File: config.mk
export PLATFORM = sky130hd
export DESIGN_NAME = read_write_turnaround_spacing
export DESIGN_NICKNAME = d
export VERILOG_FILES = /design/src/turnaround_pkg.sv /design/src/read_write_turnaround_spacing.sv /design/src/turnaround_checker.sv
export SDC_FILE = /design/constraint.sdc
export NUM_CORES = 1
export LEC_CHECK = 0
export BUFFER_PORTS_ARGS = -buffer_cell sky130_fd_sc_hd__buf_4
export CAP_MARGIN = 20
export CELL_PAD_IN_SITES_DETAIL_PLACEMENT = 0
export CELL_PAD_IN_SITES_GLOBAL_PLACEMENT = 2
export CORE_MARGIN = 2
export CORE_UTILIZATION = 36
export CTS_CLUSTER_SIZE = 10
export DETAILED_ROUTE_END_ITERATION = 6
export GPL_TIMING_DRIVEN = 0
export PLACE_DENSITY_LB_ADDON = 0.05
export SKIP_LAST_GASP = 1
export SLEW_MARGIN = 20
export SYNTH_ARGS = -nofsm -noshare
export SYNTH_HDL_FRONTEND = slang
export SYNTH_SLANG_ARGS = --single-unit
File: constraint.sdc
create_clock -name clk -period 3.6 [get_ports clk]
set_input_delay 0.36 -clock clk [delete_from_list [all_inputs] [get_ports clk]]
set_output_delay 0.36 -clock clk [all_outputs]
set_load 0.03 [all_outputs]
File: src/turnaround_pkg.sv
// Shared constants and types for the read strobe and turnaround block
package turnaround_pkg;
  // Register byte offsets
  localparam logic [7:0] CTRL_OFFSET = 8'h00;
  localparam logic [7:0] LATENCY_OFFSET = 8'h04;
  localparam logic [7:0] STATUS_OFFSET = 8'h08;
  localparam logic [7:0] BEAT_BASE_OFFSET = 8'h10;
  localparam logic [7:0] BEAT_LAST_OFFSET = 8'h2c;
  localparam int BEATS_MAX = 8;
  // Control fields
  localparam int CTRL_BURST_LSB = 0;
  localparam int CTRL_DLL_EN_BIT = 2;
  localparam int CTRL_WPRE2_BIT = 3;
  // Latency fields
  localparam int LAT_RD_LSB = 0;
  localparam int LAT_WR_LSB = 8;
  localparam int LAT_WTRL_LSB = 16;
  localparam int LAT_WTRS_LSB = 20;
  // Status fields
  localparam int STAT_LOCK_BIT = 0;
  localparam int STAT_ACTIVE_BIT = 1;
  localparam int STAT_R2W_BIT = 2;
  localparam int STAT_W2R_BIT = 3;
  // Burst field of mode_register_zero
  localparam logic [1:0] BURST_FIXED8 = 2'h0;
  localparam logic [1:0] BURST_ON_FLY = 2'h1;
  localparam logic [1:0] BURST_FIXED4 = 2'h2;
  localparam logic [3:0] BURST_LEN8 = 4'h8;
  localparam logic [3:0] BURST_LEN4 = 4'h4;
  // Reset values
  localparam logic [1:0] BURST_RESET = 2'h0;
  localparam logic [4:0] RD_LAT_RESET = 5'h0b;
  localparam logic [4:0] WR_LAT_RESET = 5'h09;
  localparam logic [3:0] WTRL_RESET = 4'h4;
  localparam logic [3:0] WTRS_RESET = 4'h2;
  // Link clocks from DLL enable to lock
  localparam logic [7:0] DLL_LOCK_EDGES = 8'h10;
  // Read strobe sequencer
  typedef enum logic [1:0] {
    ST_IDLE = 2'b00,
    ST_PRE = 2'b01,
    ST_BURST = 2'b11
  } rd_state_t;
endpackage : turnaround_pkg
File: src/read_write_turnaround_spacing.sv
// DRAM read strobe and data launch with APB control and turnaround monitor
`timescale 1ns/1ps
// What this block does
// Read-to-write gap covers latencies, burst, preamble
// Write-to-read same group uses long delay
// Write-to-read other group uses short delay
// Read burst counts eight or four beats
// Write burst counts eight unless fixed chop
// Fixed or on-the-fly high select gives eight
// Strobe timing only while DLL locked
// Data launched on both strobe edges
// Strobe preamble low, released high after postamble
// On-the-fly select low chops to four beats
// Turnaround minimum rounded up to whole clocks
module read_write_turnaround_spacing #(
  parameter int DQ_W = 8,
  parameter int PIPE_D = 32
) (
  // System clock and reset
  input wire logic clk,
  input wire logic sys_rst,
  // APB slave
  input wire logic [7:0] paddr,
  input wire logic psel,
  input wire logic penable,
  input wire logic pwrite,
  input wire logic [31:0] pwdata,
  output logic [31:0] prdata,
  output logic pready,
  output logic pslverr,
  // Link inputs from the controller
  input wire logic linkClk,
  input wire logic rdCmd,
  input wire logic wrCmd,
  input wire logic burstSel,
  input wire logic [1:0] bankGroup,
  // Strobe and data pins
  output logic dqsOut,
  output logic dqsOe,
  output logic [DQ_W-1:0] dqOut,
  output logic dqOe
);
  import turnaround_pkg::*;

  // Configuration and status
  logic [1:0] burstMode_q;
  logic dllEnable_q;
  logic writePreamble2_q;
  logic [4:0] casReadLatency_q;
  logic [4:0] casWriteLatency_q;
  logic [3:0] wtrLong_q;
  logic [3:0] wtrShort_q;
  logic r2wFlag_q;
  logic w2rFlag_q;
  logic [DQ_W-1:0] beatMem_q [BEATS_MAX];
  // Link sampling
  logic [5:0] syncA_q;
  logic [5:0] syncB_q;
  logic linkPrev_q;
  logic linkRise;
  logic linkFall;
  logic rdSeen;
  logic wrSeen;
  logic rdBurst8;
  // DLL lock
  logic [7:0] lockCnt_q;
  logic dllLocked_q;
  // Read pipeline and sequencer
  logic [PIPE_D-1:0] rdPipe_q;
  logic [PIPE_D-1:0] blPipe_q;
  logic [PIPE_D-1:0] rdPipeNext;
  logic [PIPE_D-1:0] blPipeNext;
  logic hitPre;
  logic hitStart;
  rd_state_t state_q;
  logic [2:0] beatIdx_q;
  logic [2:0] lastBeat_q;
  // APB
  logic apbAccess;
  logic apbWrite;
  logic [31:0] readValue;
  logic readErr;
  logic [7:0] beatOffset;
  logic r2wPulse;
  logic w2rPulse;

  // Only the second stage is read; link clock rate is far below clk
  always_ff @(posedge clk) begin
    if (sys_rst) begin
      syncA_q <= 6'h00;
      syncB_q <= 6'h00;
      linkPrev_q <= 1'b0;
    end else begin
      syncA_q <= {bankGroup, burstSel, wrCmd, rdCmd, linkClk};
      syncB_q <= syncA_q;
      linkPrev_q <= syncB_q[0];
    end
  end

  always_comb begin
    linkRise = syncB_q[0] && !linkPrev_q;
    linkFall = !syncB_q[0] && linkPrev_q;
    rdSeen = linkRise && syncB_q[1];
    wrSeen = linkRise && syncB_q[2];
    // Chopped four beats for fixed chop, select low on the fly, or the unused mode value 3
    rdBurst8 = (burstMode_q == BURST_FIXED8) || ((burstMode_q == BURST_ON_FLY) && syncB_q[3]);
    if (burstMode_q == BURST_ON_FLY && !syncB_q[3]) begin
      rdBurst8 = 1'b0;
    end
    rdPipeNext = {rdPipe_q[PIPE_D-2:0], rdSeen && dllLocked_q};
    blPipeNext = {blPipe_q[PIPE_D-2:0], rdBurst8};
    hitPre = (casReadLatency_q != 5'h00) && rdPipeNext[casReadLatency_q - 5'h01];
    hitStart = rdPipeNext[casReadLatency_q];
  end

  // Lock counts link clocks after enable; disable drops lock at once
  always_ff @(posedge clk) begin
    if (sys_rst || !dllEnable_q) begin
      lockCnt_q <= 8'h00;
      dllLocked_q <= 1'b0;
    end else if (linkRise && !dllLocked_q) begin
      lockCnt_q <= lockCnt_q + 8'h01;
      dllLocked_q <= (lockCnt_q + 8'h01 >= DLL_LOCK_EDGES);
    end
  end

  // Command history in link clocks since issue
  always_ff @(posedge clk) begin
    if (sys_rst) begin
      rdPipe_q <= '0;
      blPipe_q <= '0;
    end else if (linkRise) begin
      rdPipe_q <= rdPipeNext;
      blPipe_q <= blPipeNext;
    end
  end

  // Strobe sequencer; every link edge is one beat
  always_ff @(posedge clk) begin
    if (sys_rst) begin
      state_q <= ST_IDLE;
      dqsOut <= 1'b1;
      dqsOe <= 1'b0;
      dqOut <= '0;
      dqOe <= 1'b0;
      beatIdx_q <= 3'h0;
      lastBeat_q <= 3'h7;
    end else if (!dllLocked_q) begin
      // Losing lock aborts any burst and releases the pins
      state_q <= ST_IDLE;
      dqsOut <= 1'b1;
      dqsOe <= 1'b0;
      dqOe <= 1'b0;
    end else if (linkRise || linkFall) begin
      case (state_q)
        ST_IDLE: begin
          if (linkRise && hitPre) begin
            state_q <= ST_PRE;
            dqsOe <= 1'b1;
            dqsOut <= 1'b0;
          end
        end
        ST_PRE: begin
          if (linkRise && hitStart) begin
            state_q <= ST_BURST;
            dqsOut <= 1'b1;
            dqOut <= beatMem_q[0];
            dqOe <= 1'b1;
            beatIdx_q <= 3'h0;
            lastBeat_q <= blPipeNext[casReadLatency_q] ? 3'h7 : 3'h3;
          end
        end
        ST_BURST: begin
          if (beatIdx_q != lastBeat_q) begin
            dqsOut <= !dqsOut;
            dqOut <= beatMem_q[beatIdx_q + 3'h1];
            beatIdx_q <= beatIdx_q + 3'h1;
          end else if (linkRise && hitStart) begin
            // Back-to-back read continues without a new preamble
            dqsOut <= 1'b1;
            dqOut <= beatMem_q[0];
            beatIdx_q <= 3'h0;
            lastBeat_q <= blPipeNext[casReadLatency_q] ? 3'h7 : 3'h3;
          end else begin
            state_q <= ST_IDLE;
            dqsOut <= 1'b1;
            dqsOe <= 1'b0;
            dqOe <= 1'b0;
          end
        end
        default: state_q <= ST_IDLE;
      endcase
    end
  end

  turnaround_checker u_checker (
    .clk(clk),
    .sys_rst(sys_rst),
    .linkRise(linkRise),
    .rdSeen(rdSeen),
    .wrSeen(wrSeen),
    .bankGroup(syncB_q[5:4]),
    .rdBurst8(rdBurst8),
    .casReadLatency(casReadLatency_q),
    .casWriteLatency(casWriteLatency_q),
    .writeToReadLongDelay(wtrLong_q),
    .writeToReadShortDelay(wtrShort_q),
    .writePreamble2(writePreamble2_q),
    .fixedChop(burstMode_q == BURST_FIXED4),
    .rdToWrViolation(r2wPulse),
    .wrToRdViolation(w2rPulse)
  );

  // APB: one wait state, write lands on the pready edge
  always_comb begin
    apbAccess = psel && penable && !pready;
    apbWrite = psel && penable && pready && pwrite;
    readValue = 32'h0;
    readErr = 1'b0;
    // Beat index counts from the first beat word, not from address zero
    beatOffset = paddr - BEAT_BASE_OFFSET;
    if (paddr == CTRL_OFFSET) begin
      readValue[CTRL_BURST_LSB +: 2] = burstMode_q;
      readValue[CTRL_DLL_EN_BIT] = dllEnable_q;
      readValue[CTRL_WPRE2_BIT] = writePreamble2_q;
    end else if (paddr == LATENCY_OFFSET) begin
      readValue[LAT_RD_LSB +: 5] = casReadLatency_q;
      readValue[LAT_WR_LSB +: 5] = casWriteLatency_q;
      readValue[LAT_WTRL_LSB +: 4] = wtrLong_q;
      readValue[LAT_WTRS_LSB +: 4] = wtrShort_q;
    end else if (paddr == STATUS_OFFSET) begin
      readValue[STAT_LOCK_BIT] = dllLocked_q;
      readValue[STAT_ACTIVE_BIT] = (state_q != ST_IDLE);
      readValue[STAT_R2W_BIT] = r2wFlag_q;
      readValue[STAT_W2R_BIT] = w2rFlag_q;
    end else if (paddr >= BEAT_BASE_OFFSET && paddr <= BEAT_LAST_OFFSET && paddr[1:0] == 2'h0) begin
      readValue[DQ_W-1:0] = beatMem_q[beatOffset[4:2]];
    end else begin
      readErr = 1'b1;
    end
  end

  always_ff @(posedge clk) begin
    if (sys_rst) begin
      pready <= 1'b0;
      prdata <= 32'h0;
      pslverr <= 1'b0;
    end else begin
      pready <= apbAccess;
      prdata <= (apbAccess && !pwrite) ? readValue : 32'h0;
      pslverr <= apbAccess && readErr;
    end
  end

  always_ff @(posedge clk) begin
    if (sys_rst) begin
      burstMode_q <= BURST_RESET;
      dllEnable_q <= 1'b0;
      writePreamble2_q <= 1'b0;
      casReadLatency_q <= RD_LAT_RESET;
      casWriteLatency_q <= WR_LAT_RESET;
      wtrLong_q <= WTRL_RESET;
      wtrShort_q <= WTRS_RESET;
    end else if (apbWrite && paddr == CTRL_OFFSET) begin
      burstMode_q <= pwdata[CTRL_BURST_LSB +: 2];
      dllEnable_q <= pwdata[CTRL_DLL_EN_BIT];
      writePreamble2_q <= pwdata[CTRL_WPRE2_BIT];
    end else if (apbWrite && paddr == LATENCY_OFFSET) begin
      casReadLatency_q <= pwdata[LAT_RD_LSB +: 5];
      casWriteLatency_q <= pwdata[LAT_WR_LSB +: 5];
      wtrLong_q <= pwdata[LAT_WTRL_LSB +: 4];
      wtrShort_q <= pwdata[LAT_WTRS_LSB +: 4];
    end
  end

  // Sticky flags; a new violation wins over a write-one clear
  always_ff @(posedge clk) begin
    if (sys_rst) begin
      r2wFlag_q <= 1'b0;
      w2rFlag_q <= 1'b0;
    end else begin
      r2wFlag_q <= r2wPulse || (r2wFlag_q && !(apbWrite && paddr == STATUS_OFFSET && pwdata[STAT_R2W_BIT]));
      w2rFlag_q <= w2rPulse || (w2rFlag_q && !(apbWrite && paddr == STATUS_OFFSET && pwdata[STAT_W2R_BIT]));
    end
  end

  // Beat pattern store, one word per beat
  for (genvar i = 0; i < BEATS_MAX; i++) begin : g_beat
    always_ff @(posedge clk) begin
      if (sys_rst) begin
        beatMem_q[i] <= '0;
      end else if (apbWrite && paddr == BEAT_BASE_OFFSET + 8'(4 * i)) begin
        beatMem_q[i] <= pwdata[DQ_W-1:0];
      end
    end
  end
endmodule : read_write_turnaround_spacing

File: src/turnaround_checker.sv
// Read/write turnaround spacing monitor in link clock units
`timescale 1ns/1ps
module turnaround_checker (
  // Clock and reset
  input wire logic clk,
  input wire logic sys_rst,
  // Commands seen at a link clock rising edge
  input wire logic linkRise,
  input wire logic rdSeen,
  input wire logic wrSeen,
  input wire logic [1:0] bankGroup,
  input wire logic rdBurst8,
  // Configuration
  input wire logic [4:0] casReadLatency,
  input wire logic [4:0] casWriteLatency,
  input wire logic [3:0] writeToReadLongDelay,
  input wire logic [3:0] writeToReadShortDelay,
  input wire logic writePreamble2,
  input wire logic fixedChop,
  // One-cycle violation pulses
  output logic rdToWrViolation,
  output logic wrToRdViolation
);
  import turnaround_pkg::*;

  logic [7:0] sinceRd_q;
  logic [7:0] sinceWr_q;
  logic [1:0] lastWrGroup_q;
  logic lastRd8_q;
  logic seenRd_q;
  logic seenWr_q;
  logic [7:0] rdToWrMin;
  logic [7:0] wrToRdMin;
  logic [3:0] rdBeats;
  logic [3:0] wrBeats;

  // Latencies are already whole link clocks, so rounding up is exact
  always_comb begin
    rdBeats = lastRd8_q ? BURST_LEN8 : BURST_LEN4;
    wrBeats = fixedChop ? BURST_LEN4 : BURST_LEN8;
    rdToWrMin = 8'(casReadLatency) + 8'(rdBeats >> 1) + 8'h01 + (writePreamble2 ? 8'h02 : 8'h01)
      - 8'(casWriteLatency);
    // Clamp a wrapped result when write latency exceeds the rest
    if (8'(casWriteLatency) > 8'(casReadLatency) + 8'(rdBeats >> 1) + (writePreamble2 ? 8'h03 : 8'h02)) begin
      rdToWrMin = 8'h00;
    end
    wrToRdMin = 8'(casWriteLatency) + 8'(wrBeats >> 1)
      + ((bankGroup == lastWrGroup_q) ? 8'(writeToReadLongDelay) : 8'(writeToReadShortDelay));
  end

  // Saturating distance counters
  always_ff @(posedge clk) begin
    if (sys_rst) begin
      sinceRd_q <= 8'hff;
      sinceWr_q <= 8'hff;
      lastWrGroup_q <= 2'h0;
      lastRd8_q <= 1'b1;
      seenRd_q <= 1'b0;
      seenWr_q <= 1'b0;
    end else if (linkRise) begin
      sinceRd_q <= rdSeen ? 8'h00 : ((sinceRd_q == 8'hff) ? sinceRd_q : sinceRd_q + 8'h01);
      sinceWr_q <= wrSeen ? 8'h00 : ((sinceWr_q == 8'hff) ? sinceWr_q : sinceWr_q + 8'h01);
      if (rdSeen) begin
        lastRd8_q <= rdBurst8;
        seenRd_q <= 1'b1;
      end
      if (wrSeen) begin
        lastWrGroup_q <= bankGroup;
        seenWr_q <= 1'b1;
      end
    end
  end

  // Distance counts edges since the earlier command, so compare one above
  // Widened so a saturated count cannot wrap to zero
  always_ff @(posedge clk) begin
    if (sys_rst) begin
      rdToWrViolation <= 1'b0;
      wrToRdViolation <= 1'b0;
    end else begin
      rdToWrViolation <= linkRise && wrSeen && seenRd_q
        && ({1'b0, sinceRd_q} + 9'h001 < {1'b0, rdToWrMin});
      wrToRdViolation <= linkRise && rdSeen && seenWr_q
        && ({1'b0, sinceWr_q} + 9'h001 < {1'b0, wrToRdMin});
    end
  end
endmodule : turnaround_checker

; ---- Yosys cells after proc, flatten, opt, wreduce, memory -nomap -nowiden
; Memories as Yosys holds them, arrays and structs flattened.
; Index checks and enable logic that the tools add are counted.
[classes]
add_sub_neg = 15
n_mul = 0
n_div = 0
n_lt_le_gt_ge = 8
eq_ne = 24
shifts = 0
mux = 84
n_bitwise = 13
n_reduce_logical = 80
[op_table]
columns = operator, n
row1 = 2-to-1 mux 8 bit, 16
row2 = 2-to-1 mux 1 bit, 41
row3 = logical AND 1 bit, 40
row4 = "adder 8 x 1 -> 8 bit, second input constant", 4
row5 = "equality test 8 x 5 -> 1 bit, second input constant", 4
row6 = "equality test 8 x 6 -> 1 bit, second input constant", 4
row7 = adder 8 bit, 3
row8 = 2-to-1 mux 4 bit, 6
row9 = "adder 8 x 1 -> 9 bit, second input constant", 2
row10 = less-than comparator 9 x 8 -> 1 bit, 2
row11 = "equality test 8 bit, second input constant", 2
row12 = ">= comparator 8 x 5 -> 1 bit, second input constant", 2
row13 = case mux 8 bit (2 select lines), 1
row14 = binary-select mux 1 bit (select 5 bit), 3
row15 = 2-to-1 mux 3 bit, 5
row16 = AND reduction 5 bit, 3
row17 = adder 5 x 3 -> 6 bit, 2
row18 = "less-than comparator 5 x 6 -> 1 bit, second input constant", 2
row19 = case mux 3 bit (2 select lines), 2
row20 = zero test 1 bit, 10
row21 = 2-to-1 mux 2 bit, 5
row22 = AND reduction 2 bit, 5
row23 = "equality test 8 x 3 -> 1 bit, second input constant", 1
row24 = "equality test 8 x 4 -> 1 bit, second input constant", 1
row25 = 30 further kinds, 58
[totals]
ff_bits = 184
latchBits = 0
ram_bits = 64
romBits = 0
input_bits = 51
n_memories = 1
[mem_list]
columns = memory, words, word_bits, rd, rd_clocked_by_memory_dff, wr, line
row1 = beatMem_q, 8, 8, 3, 0, 8, read_write_turnaround_spacing.sv:55  ; logic [DQ_W-1:0] beatMem_q [BEATS_MAX];

; ---- Longest topological paths before layout
; Gate-level depths: netlist of the first run.
[depth]
depth_word = 10
depth_mapped = 16

; ---- Hierarchy
; A second synthesis of the first run with hierarchy kept.
[unflattened]
cells_unflattened = 1188
area_unflattened_um2 = 12443.2
[by_module_without_submodules]
columns = module, n_inst, cells_per_inst, area_per_inst_um2
row1 = read_write_turnaround_spacing, 1, 884, 9825.7
row2 = turnaround_checker, 1, 304, 2617.5

; ---- Worst setup path before layout of the first run
; No wires, ideal clock.
[synth_path]
path_kind = reg2reg
from = reg u_checker.lastRd8_q
to = reg u_checker.rdToWrViolation
setup_time_ns = 0.074
t_arrival_ns = 3.382
t_required_ns = 3.526
slack_ns = 0.144
path_stages_with_launch = 17
path_buffers = 0
synth_period_minus_slack_ns = 3.456
cell_sequence = dfxtp_1 -> inv_1 -> ha_1 -> fa_1 -> xor2_1 -> nand3b_1 -> xnor2_1 -> ha_1 -> a21oi_1 -> nand2_1 -> nand3_1 -> nand2_1 -> ha_1 -> a2111oi_0 -> a21boi_0 -> o31ai_1 -> a31oi_1
[synth_via]
elab_chain_cells = 8
elab_cells_between_ends = 10
[synth_rtl]
columns = item, line
row1 = from (decl), turnaround_checker.sv:29  ; logic lastRd8_q;
row2 = from (signal assigned), turnaround_checker.sv:64  ; lastRd8_q <= rdBurst8;
row3 = 2-to-1 mux 4 bit *, turnaround_checker.sv:39  ; rdBeats = lastRd8_q ? BURST_LEN8 : BURST_LEN4;
row4 = adder 5 x 3 -> 6 bit *, "turnaround_checker.sv:41, turnaround_checker.sv:44"
row5 = adder 8 x 1 -> 8 bit, turnaround_checker.sv:41  ; rdToWrMin = 8'(casReadLatency) + 8'(rdBeats >> 1) + 8'h01 + (writePreamble2 ? 8'h02 : 8'h01)
row6 = adder 8 bit, turnaround_checker.sv:41
row7 = subtractor 8 x 5 -> 8 bit, turnaround_checker.sv:42  ; - 8'(casWriteLatency);
row8 = 2-to-1 mux 8 bit *, turnaround_checker.sv:44  ; if (8'(casWriteLatency) > 8'(casReadLatency) + 8'(rdBeats >> 1) + (writePreamble2 ? 8'h03 : 8'h02)) begin
row9 = less-than comparator 9 x 8 -> 1 bit *, turnaround_checker.sv:82  ; && ({1'b0, sinceRd_q} + 9'h001 < {1'b0, rdToWrMin});
row10 = logical AND 1 bit *, turnaround_checker.sv:82
row11 = to (signal assigned), turnaround_checker.sv:81  ; rdToWrViolation <= linkRise && wrSeen && seenRd_q
row12 = to (decl), turnaround_checker.sv:21  ; output logic rdToWrViolation,
; Every way passes the cells marked *; elsewhere a longest branch is shown, timed or not.
; A chain may end at the register's enable or synchronous reset.

; ---- Worst setup path after layout of the first run
; Ends and elaborated chain as after synthesis.

==> run summary, run 1 <==
Register share of total power - 45.1%
Final min period - 3.590 ns
Hold Slack - 0.02573 ns
# fillers - 3256
Die height - 188.2 um
Critical Path, Cell by Cell - inv_1, ha_1, fa_2, xor2_2, buf_4, ha_1, ha_1, inv_1, o21ai_0, a21oi_2, xor2_1, nand2_1, ha_1, o2111ai_1, o31ai_1, a31oi_2
Psw - 1.453 mW
Initial Util - 36.52%
Slew Limit Fails - 0
FP Rows - 67
Largest area contributor in the netlist - dfxtp_1
Drt drc - 0
P per Cell Area - 426.9 nW/um^2
Clock-pin slew on the worst setup and hold paths - 0.06 ns
Comb pwr share - 8.4%
Port buffer count - 73
Pleak - 5.327 nW
Final hold vios - 0
Worst-path fanout max - 4
DRT iter0 DRCs - 548
Die area - 35420 um^2
CP max stage cell - fa_2
Power Internal - 4.722 mW
First-pass GRT wire length - 55010 um
Seq. cell area - 5349 um^2
Worst Setup End Kind - flop
Setup CP Type - flop to flop
EDFF count, synth - 64
Crit path buf inv count - 3
Total GRT Usage - 20.06%
Area delta synth->final - 18.42%
RSZ-0062 raised after global routing - yes
Routed WL - 35310 um
Synthesized area - 12220 um^2
Max-cap violations - 0
Final period utilization - 99.73%
Setup Viol. Count Final - 0
Slew margin rel. - 35.43%
Synth Register Bits - 235
Max Buffers Root-to-Sink - 3
Worst EP arrival - 3.98 ns
Mapped Cells - 1166
Initial antenna violation count - 0
Crit path top cell by count - ha_1
Clock sinks - 235
Worst Skew - 0.01054 ns
Power Total - 6.176 mW
Skew-Pair Late Insertion Delay - 0.55 ns
Number of global-route vias before repair - 9127
Num CTS Buffers - 30
Asr flop ratio synth - 0%
Slew @ Worst Pin - 0.9666 ns
Register area share after synthesis - 43.76%
Detailed Place HPWL - 25950 um
Vias per cell - 5.227
Largest net degree at the start of global routing - 15
Placer Congestion - 0.7904
CP delay by family, top - adder cells
Die span in x - 188.2 um
Top cell type's share of synthesized area - 28.02%
Clock Power Share - 46.5%
Top Ports - 96
Synthesized area per cell - 10.48 um^2
Max VDD drop - 0.0003739 V
Status - complete, no violations
Post-DRT Antenna Nets - 0
Proportion of layout cells with a drive suffix above 1 - 17.02%
Diode count - 0
Sw Share - 23.53%
Synth area leaders - dfxtp_1 28%, edfxtp_1 16%, mux4_2 9.4%
Root Driver - clkbuf_16
Multi-input combinational cell area - 6588 um^2
Critical Path Source Type - flop
Total gr overflow - 0
DR vias - 9157
Routed length per instance - 20.15 um
HP Class - input pin to flop
Nets - 1383
CP Data Required Time - 3.99 ns
CTS tree - done
Initial DRT Pass Iterations - 6
Max Fclk - 278.5 MHz
Syn. warnings - 0
Top_reg_cell synth - dfxtp_1
Peak per-stage delay on the critical path - 0.39 ns
CTS H-tree lvls - 1
Distinct cell type count after synthesis - 63
Core area - 33450 um^2
## worst reg2reg max path, delay by kind of cell (launching register included)
| family | cells | cell delay, ns |
|---|---|---|
| compound gates | 5 | 0.87 |
| xor+xnor | 2 | 0.35 |
| fa+ha+maj | 5 | 1.51 |
| buf+inv | 3 | 0.27 |
| flops | 1 | 0.37 |
| simple gates | 1 | 0.08 |
## logic make-up (layout without fill, tap and decap cells)
group,Yosys count,count (layout),synth area share [%]
compound gates,160,160,9.085
xor+xnor,40,40,2.868
fa+ha+maj,49,49,5.326
buf+inv,104,232,3.595
flops,235,235,43.76
mux,143,143,17.01
other cells,1,11,0.03070
simple gates,434,434,18.32
## per-stage QoR
| stage | util, % | TNS [ns] | cells | cell area [um^2] | setup slack [ns] |
|---|---|---|---|---|---|
| floorplan | - | 0 | 1176 | 12250 | 0.1437 |
| global placement | 39.95 | -0.9584 | 1697 | 13360 | -0.9571 |
| detailed placement | 40.01 | -0.9223 | 1697 | 13380 | -0.9053 |
| CTS | 43.21 | 0 | 1752 | 14450 | 0.002105 |
| global route | 43.25 | -0.2289 | 1752 | 14470 | -0.1989 |
| finish | 43.25 | 0 | 1752 | 14470 | 0.009877 |
## cell type report
| type | instances | share of cell area (%) |
|---|---|---|
| Clock inverter | 4 | 0.1384 |
| Timing Repair Buffer | 76 | 3.962 |
| Clock buffer | 49 | 6.453 |
| Multi-Input combinational cell | 837 | 45.54 |
| Sequential cell | 235 | 36.98 |
| Inverter | 29 | 0.7871 |
| Tap cell | 448 | 3.875 |
| Buffer | 74 | 2.266 |
## state kept, by name (all words and copies together) (netlist names), 3 cells and up
| register | cells |
|---|---|
| casWriteLatency_q | 5 |
| casReadLatency_q | 5 |
| syncB_q | 6 |
| beatIdx_q | 3 |
| rdPipe_q | 31 |
| u_checker.sinceWr_q | 8 |
| wtrShort_q | 4 |
| prdata | 21 |
| dqOut | 8 |
| lockCnt_q | 8 |
| blPipe_q | 31 |
| wtrLong_q | 4 |
| beatMem_q | 64 |
| u_checker.sinceRd_q | 8 |
| syncA_q | 6 |
## per-layer routing
| metal | vias up | routed length (um) | GRT usage, % |
|---|---|---|---|
| met5 | - | 0 | 0 |
| li1 | 4444 | - | - |
| met2 | 184 | 16030 | 31.95 |
| met3 | 50 | 1504 | 2.645 |
| met4 | 0 | 738 | 4.906 |
| met1 | 4479 | 17040 | 28.91 |
## power groups by stage
stage	clock [mW]	sequential, mW	combinational, mW
global placement	0	2.84	0.506
global route	3.07	2.79	0.575
CTS	2.95	2.79	0.527
finish	2.87	2.79	0.520
detailed placement	0	2.84	0.506
floorplan	0	2.83	0.340
## synthesized netlist by cell type (5+ instances only)
| master | number |
|---|---|
| nand3b_1 | 11 |
| nor3b_1 | 7 |
| buf_4 | 12 |
| mux4_2 | 51 |
| inv_1 | 28 |
| edfxtp_1 | 64 |
| nor2_1 | 114 |
| dfxtp_1 | 171 |
| o21bai_1 | 11 |
| nor3_1 | 26 |
| fa_1 | 5 |
| nand3_1 | 31 |
| ha_1 | 44 |
| and3_1 | 15 |
| o21ai_0 | 25 |
| nand2_1 | 76 |
| nand4_1 | 7 |
| nand2b_1 | 13 |
| mux2_2 | 7 |
| buf_1 | 11 |
| nor2b_1 | 22 |
| o21a_1 | 7 |
| or2_2 | 6 |
| and2_1 | 81 |
| clkbuf_1 | 49 |
| xor2_1 | 24 |
| a211o_1 | 21 |
| mux2i_1 | 85 |
| a21oi_1 | 42 |
| a311oi_1 | 5 |
| a21o_1 | 6 |
| xnor2_1 | 16 |
| nor4b_1 | 9 |
## worst paths after layout
check,to,start,depth (start not counted),slack [ns]
min reg2reg,syncB_q[5]$_SDFF_PP0_,syncA_q[5]$_SDFF_PP0_,1,0.43
max reg2reg,u_checker.rdToWrViolation$_SDFF_PP0_,u_checker.lastRd8_q$_SDFFE_PP1P_,16,0.01
min,syncA_q[4]$_SDFF_PP0_,bankGroup[0],2,0.03
max,u_checker.rdToWrViolation$_SDFF_PP0_,u_checker.lastRd8_q$_SDFFE_PP1P_,16,0.01
## repair_timing
action                     4_1_cts  5_1_grt
buffers inserted                 2        0
cloned                           0        0
gates resized for setup         21        4
setup endpoints to repair        4        3
hold buffers                     1        0
pin swaps                        7        0
hold endpoints to repair         1        0
## placed cells by master, fill, tap and decap left out, types with 5 or more instances in the layout
master     netlist  routed
nand2b_1        13      13
clkbuf_1        49      56
buf_4           12      87
nand3_1         31      30
nor4b_1          9       9
dfxtp_1        171     168
xnor2_1         16      16
nand3b_1        11      11
or2_2            6       6
nand4_1          7       7
and2_1          81      81
a311oi_1         5       5
nor2_1         114     114
mux2i_1         85      85
a21o_1           6       6
o21ai_0         25      23
mux4_2          51      51
clkbuf_16        0      31
clkbuf_8         0       9
a21oi_1         42      39
xor2_1          24      21
and3_1          15      15
buf_1           11      11
mux2_2           7       7
o21a_1           7       7
conb_1           1      11
ha_1            44      42
nor3b_1          7       7
edfxtp_1        64      64
o21bai_1        11      11
nand2_1         76      76
nor2b_1         22      22
inv_1           28      28
a211o_1         21      21
nor3_1          26      26
Note: power is estimated with default switching activity, not from simulation.
==> inputs of run 2 (changes only) <==
RECOVER_POWER = 100   (was unset)
==> run 2 against run 1 <==
Combinational power hardly changed. Non-clock buffer count stayed put. Final cell count stayed put. Critical path depth stayed put. Sequential power hardly changed. Count of clock-buffer cells in the layout stayed put. Global-route usage stayed put. Sequential share of layout area is 0.39 points higher. Maximum frequency hardly changed. Setup slack better by 0.0024 ns. Largest power group unchanged.
==> run summary, run 2 (synthesis gave the netlist of run 1 again) <==
Status - complete, no violations
P per Cell Area - 431.4 nW/um^2 (+1.1%)
Diode count - 0 (unchanged)
Initial antenna violation count - 0 (unchanged)
Final Core Density - 42.79% (-0.45 points)
Num CTS Buffers - 30 (unchanged)
Max Buffers Root-to-Sink - 3 (unchanged)
Wl on met1 - 17140 um (+0.58%)
DR vias - 9129 (-0.31%)
Drt drc - 0 (unchanged)
Worst-path fanout max - 4 (unchanged)
Initial DRT Pass Iterations - 7 (+1)
Critical Path Source Type - flop
Clock sinks - 235 (unchanged)
Top flop regs - beatMem_q x64, blPipe_q x31, rdPipe_q x31
Clock-pin slew on the worst setup and hold paths - 0.06 ns (about the same)
WL met2 - 16010 um (about the same)
First-pass GRT wire length - 55010 um (unchanged)
Max Fclk - 278.7 MHz (about the same)
Final period utilization - 99.66% (about the same)
Detailed Place HPWL - 25950 um (unchanged)
Final hold vios - 0 (unchanged)
Max-cap violations - 0 (unchanged)
DRT iter0 DRCs - 570 (+4.0%)
Core area - 33450 um^2 (unchanged)
Die height - 188.2 um (unchanged)
Placed cell area - 13380 um^2 (unchanged)
Number of flip-flops in the largest register - 64 (unchanged)
Critical Path End - u_checker.rdToWrViolation$_SDFF_PP0_
Most frequent cells in the layout - 168 x dfxtp_1, 114 x nor2_1, 96 x clkbuf_1, 85 x mux2i_1, 76 x nand2_1
Reg2reg start - u_checker.lastRd8_q$_SDFFE_PP1P_
Worst r2r path cells - 16 (unchanged)
CTS H-tree lvls - 1 (unchanged)
Final min period - 3.588 ns (-0.002442 ns)
CP Data Required Time - 3.99 ns (about the same)
Final setup margin - 0.01232 ns (+0.002442 ns)
CTS tree - done
Number of global-route vias before repair - 9127 (unchanged)
Area delta synth->final - 17.18%
Port buffer count - 73 (unchanged)
Routed length per instance - 20.18 um (+0.14%)
Top Ports - 96 (unchanged)
Worst EP arrival - 3.98 ns (about the same)
Max VDD drop - 0.0003735 V (-0.12%)
Slew margin rel. - 11.84% (-24 points)
Die area - 35420 um^2 (unchanged)
Die span in x - 188.2 um (unchanged)
Nets - 1383 (unchanged)
Skew-Pair Late Insertion Delay - 0.55 ns (about the same)
HP Class - input pin to flop
FP Rows - 67 (unchanged)
Setup crit start - u_checker.lastRd8_q$_SDFFE_PP1P_
Total gr overflow - 0 (unchanged)
Biggest register - beatMem_q
Reg2reg end - u_checker.rdToWrViolation$_SDFF_PP0_
Proportion of layout cells with a drive suffix above 1 - 14.19% (-2.8 points)
Slew @ Worst Pin - 1.310 ns (+0.3437 ns)
# fillers - 3295 (+1.2%)
R2r setup slk - 0.01 ns (about the same)
Initial Util - 36.52% (unchanged)
Commonest non-fill, non-tap cell in the layout - dfxtp_1
Placer Congestion - 0.7904 (unchanged)
Pre-CTS setup slack - -0.9053 ns (unchanged)
Slew Limit Fails - 0 (unchanged)
Fin area - 14310 um^2 (-1.0%)
Worst Setup End Kind - flop
Vias per cell - 5.211 (-0.31%)
Setup Viol. Count Final - 0 (unchanged)
Post-DRT Antenna Nets - 0 (unchanged)
Uppermost layer routed - met4
WL met3 - 1470 um (-2.3%)
Worst Skew - 0.01047 ns (-0.00007320 ns)
Pleak - 5.108 nW (-4.1%)
Largest net degree at the start of global routing - 15 (unchanged)
Routed WL - 35360 um (+0.14%)
Power Total - 6.175 mW (about the same)
Setup CP Type - flop to flop
Total GRT Usage - 20.06% (unchanged)
Root Driver - clkbuf_16
RSZ-0062 raised after global routing - yes
[run 2: worst min-delay path by stage]
| stage | from | end | slack, ns | cells after the start |
|---|---|---|---|---|
| 2_1_floorplan | u_checker.rdToWrViolation$_SDFF_PP0_ | r2wFlag_q$_SDFF_PP0_ | 0.41 | 2 |
| 3_3_place_gp | syncA_q[5]$_SDFF_PP0_ | syncB_q[5]$_SDFF_PP0_ | 0.42 | 1 |
| 3_5_place_dp | syncA_q[5]$_SDFF_PP0_ | syncB_q[5]$_SDFF_PP0_ | 0.42 | 1 |
| 4_1_cts | bankGroup[0] | syncA_q[4]$_SDFF_PP0_ | 0.0004 | 2 |
| 5_1_grt | bankGroup[0] | syncA_q[4]$_SDFF_PP0_ | 0.01 | 2 |
| 6_report | bankGroup[0] | syncA_q[4]$_SDFF_PP0_ | 0.03 | 2 |
[run 2: final cells by class]
| class | instances | area, um^2 | share of cell area, % |
|---|---|---|---|
| repair buffers | 76 | 441.7 | 3.086 |
| plain buffers | 74 | 327.8 | 2.290 |
| clock inverters | 4 | 20.02 | 0.1399 |
| inverters | 29 | 113.9 | 0.7955 |
| flip-flops and latches | 235 | 5349 | 37.37 |
| clock buffers | 49 | 933.4 | 6.521 |
| well taps | 448 | 560.5 | 3.916 |
| multi-input cells | 837 | 6568 | 45.88 |
[run 2: what timing repair did]
action / 4_1_cts / 5_1_grt
setup endpoints to repair: 4 / 3
pin swaps: 7 / 0
gates cloned: 0 / 0
resized for setup: 21 / 4
buffers inserted: 2 / 0
hold endpoints to repair: 1 / 0
hold buffers: 1 / 0
[run 2: worst max-delay path, cell delays in order, from the launching register on]
cell and delay (ns):
dfxtp_2 0.37, inv_1 0.05, ha_1 0.21, fa_2 0.39, xor2_2 0.17, buf_4 0.16
ha_1 0.27, ha_1 0.34, inv_1 0.06, o21ai_0 0.11, a21oi_2 0.18, xor2_1 0.18
nand2_1 0.08, ha_1 0.30, o2111ai_1 0.13, o31ai_1 0.27, a31oi_2 0.17
[run 2: through the flow]
step,hold WS (ns),TNS (ns),std cells
final,0.02688,0,1752
after global routing,0.01442,-0.2288,1752
after CTS,0.0003960,0,1752
after detailed placement,0.4234,-0.9223,1697
after global placement,0.4190,-0.9584,1697
after floorplan,0.4130,0,1176
[run 2: layer usage]
layer | global-route usage, % | vias up
li1 | - | 4443
met5 | 0 | -
met1 | 28.91 | 4456
met3 | 2.645 | 50
met4 | 4.906 | 0
met2 | 31.95 | 180
[run 2: where the power goes]
group          leakage (nW)  internal, mW  switching [mW]
registers              2.05          2.76          0.0315
logic                  2.59         0.221           0.297
clock network         0.473          1.74            1.13
==> inputs of run 3 (changes only) <==
REMOVE_ABC_BUFFERS = 1   (was unset)
==> run 3 against run 2 <==
The run now ends with capacitance limit, slew limit left. Critical endpoint unchanged. Die area unchanged. Clock skew decreased by 0.0015 ns. Critical path type unchanged. Setup slack improved by 0.12 ns. Flip-flop and latch count unchanged. Sequential share of layout area increased by 0.78 points. Non-clock buffer count decreased by 64. Core utilization decreased by 0.76 points. Combinational power decreased by 7.3%. Power decreased by 3.5%.
==> run summary, run 3 (synthesis gave the netlist of run 1 again) <==
Status - finished, violations left
Failing checks - capacitance limit, slew limit
Worst-path fanout max - 4 (unchanged)
HP Class - input pin to flop
Diode count - 0 (unchanged)
Power Total - 5.957 mW (-3.5%)
Critical Path Source Type - flop
Pleak - 5.014 nW (-1.8%)
Pre-CTS setup slack - -0.9811 ns (-0.07577 ns)
Largest net degree at the start of global routing - 81 (+66)
Initial Util - 36.52% (unchanged)
Hold depth - 2 (unchanged)
Number of global-route vias before repair - 8702 (-4.7%)
Worst Min Path Start - wrCmd
Final Core Density - 42.03% (-0.76 points)
Hold EP - syncA_q[2]$_SDFF_PP0_
Worst Setup End Kind - flop
Initial antenna violation count - 0 (unchanged)
Routed length per instance - 18.01 um (-11%)
RSZ-0062 raised after global routing - yes
# fillers - 3280 (-0.46%)
First-pass GRT wire length - 48690 um (-11%)
Port buffer count - 73 (unchanged)
Core area - 33450 um^2 (unchanged)
DR vias - 8639 (-5.4%)
Die height - 188.2 um (unchanged)
Fin area - 14060 um^2 (-1.8%)
Skew-Pair Late Insertion Delay - 0.53 ns (-0.02 ns)
Slew margin rel. - -23.01% (-35 points)
Hold Slack - 0.03318 ns (+0.006301 ns)
DRT iter0 DRCs - 414 (-27%)
Initial DRT Pass Iterations - 7 (unchanged)
Area delta synth->final - 15.10%
Root Driver - clkbuf_16
Nets - 1318 (-4.7%)
Reg2reg start - u_checker.lastRd8_q$_SDFFE_PP1P_
Proportion of layout cells with a drive suffix above 1 - 14.56% (+0.38 points)
Max Fclk - 288.2 MHz (+3.4%)
Reg2reg end - u_checker.rdToWrViolation$_SDFF_PP0_
P per Cell Area - 423.7 nW/um^2 (-1.8%)
Setup Viol. Count Final - 0 (unchanged)
Final min period - 3.470 ns (-0.1177 ns)
Slew Limit Fails - 81 (+81)
CTS Hold Bufs - 0 (-1)
Worst Skew - 0.008973 ns (-0.001495 ns)
Die span in x - 188.2 um (unchanged)
Slew @ Worst Pin - 1.845 ns (+0.5348 ns)
Most frequent cells in the layout - 164 x dfxtp_1, 113 x nor2_1, 85 x mux2i_1, 75 x nand2_1, 64 x edfxtp_1
Vias per cell - 5.130 (-1.5%)
Final setup margin - 0.1300 ns (+0.1177 ns)
Total gr overflow - 0 (unchanged)
Final hold vios - 0 (unchanged)
Detailed Place HPWL - 21200 um (-18%)
Clock-pin slew on the worst setup and hold paths - 0.06 ns (about the same)
Biggest register - beatMem_q
Num CTS Buffers - 29 (-3.3%)
Top flop regs - beatMem_q x64, blPipe_q x31, rdPipe_q x31
Placed cell area - 13160 um^2 (-1.7%)
Setup CP Type - flop to flop
Commonest non-fill, non-tap cell in the layout - dfxtp_1
Setup tns final - 0 ns (unchanged)
Top Ports - 96 (unchanged)
Final Instance Count excl. Fillers - 1684 (-3.9%)
Post-DRT Antenna Nets - 0 (unchanged)
Worst r2r path cells - 15 (-1)
Clock sinks - 235 (unchanged)
R2r setup slk - 0.13 ns (+0.12 ns)
Worst EP arrival - 3.92 ns (-0.06 ns)
Routed WL - 30340 um (-14%)
Placed Cells - 1627 (-4.1%)
Placer Congestion - 0.7431 (-6.0%)
Drt drc - 0 (unchanged)
Max Buffers Root-to-Sink - 3 (unchanged)
FP Rows - 67 (unchanged)
CTS tree - done
Final period utilization - 96.39% (-3.3 points)
CTS H-tree lvls - 1 (unchanged)
Number of flip-flops in the largest register - 64 (unchanged)
Max VDD drop - 0.0004165 V (+12%)
Die area - 35420 um^2 (unchanged)
Max-cap violations - 2 (+2)
CP Data Required Time - 4.05 ns (+0.06 ns)
Total GRT Usage - 17.12% (-2.9 points)
run 3: critical path: stages, from the launching register on:
cell and delay, ns:
dfxtp_4 0.36, inv_1 0.05, ha_2 0.18, fa_2 0.63
xor2_1 0.18, ha_1 0.27, o21a_1 0.11, o211ai_1 0.23
nand2_1 0.13, nand3_4 0.09, nand2_2 0.07, ha_4 0.23
a2111oi_4 0.36, and3_1 0.22, o31ai_1 0.09, a31oi_1 0.17
run 3: how the worst max path moves through the flow:
stage                                     startpoint                                   end
global placement               syncB_q[0]$_SDFF_PP0_                 dqOut[7]$_SDFFE_PP0P_
detailed placement  casReadLatency_q[1]$_SDFFE_PP1P_  u_checker.rdToWrViolation$_SDFF_PP0_
CTS                 u_checker.lastRd8_q$_SDFFE_PP1P_  u_checker.rdToWrViolation$_SDFF_PP0_
global route        u_checker.lastRd8_q$_SDFFE_PP1P_  u_checker.rdToWrViolation$_SDFF_PP0_
finish              u_checker.lastRd8_q$_SDFFE_PP1P_  u_checker.rdToWrViolation$_SDFF_PP0_
floorplan                      linkPrev_q$_SDFF_PP0_                 dqOut[0]$_SDFFE_PP0P_
run 3: repair_timing:
action / 4_1_cts / 5_1_grt
endpoints found under the setup margin: 5 / 2
hold endpoints to repair: 0 / 0
pin swaps: 1 / 9
resized for setup: 15 / 14
buffers inserted: 3 / 5
run 3: metal layers:
layer / GRT usage, % / wire length, um
met5: 0 / 0
met4: 2.786 / 280
met3: 2.663 / 1176
met2: 29.07 / 14320
met1: 23.45 / 14560
run 3: final cells by class:
type                       count  area, um^2  share of cell area (%)
clock buffer                  48       867.1                   6.167
clock inverter                 1       5.005                 0.03560
inverter                      29       110.1                  0.7831
multi-input combinational    837        6586                   46.85
sequential                   235        5364                   38.15
tap                          448       560.5                   3.987
timing repair buffer          86       566.8                   4.031
run 3: power by group:
group	total [mW]	switching [mW]	internal [mW]
logic	0.480	0.269	0.211
registers	2.79	0.0329	2.75
clock network	2.69	1.08	1.61
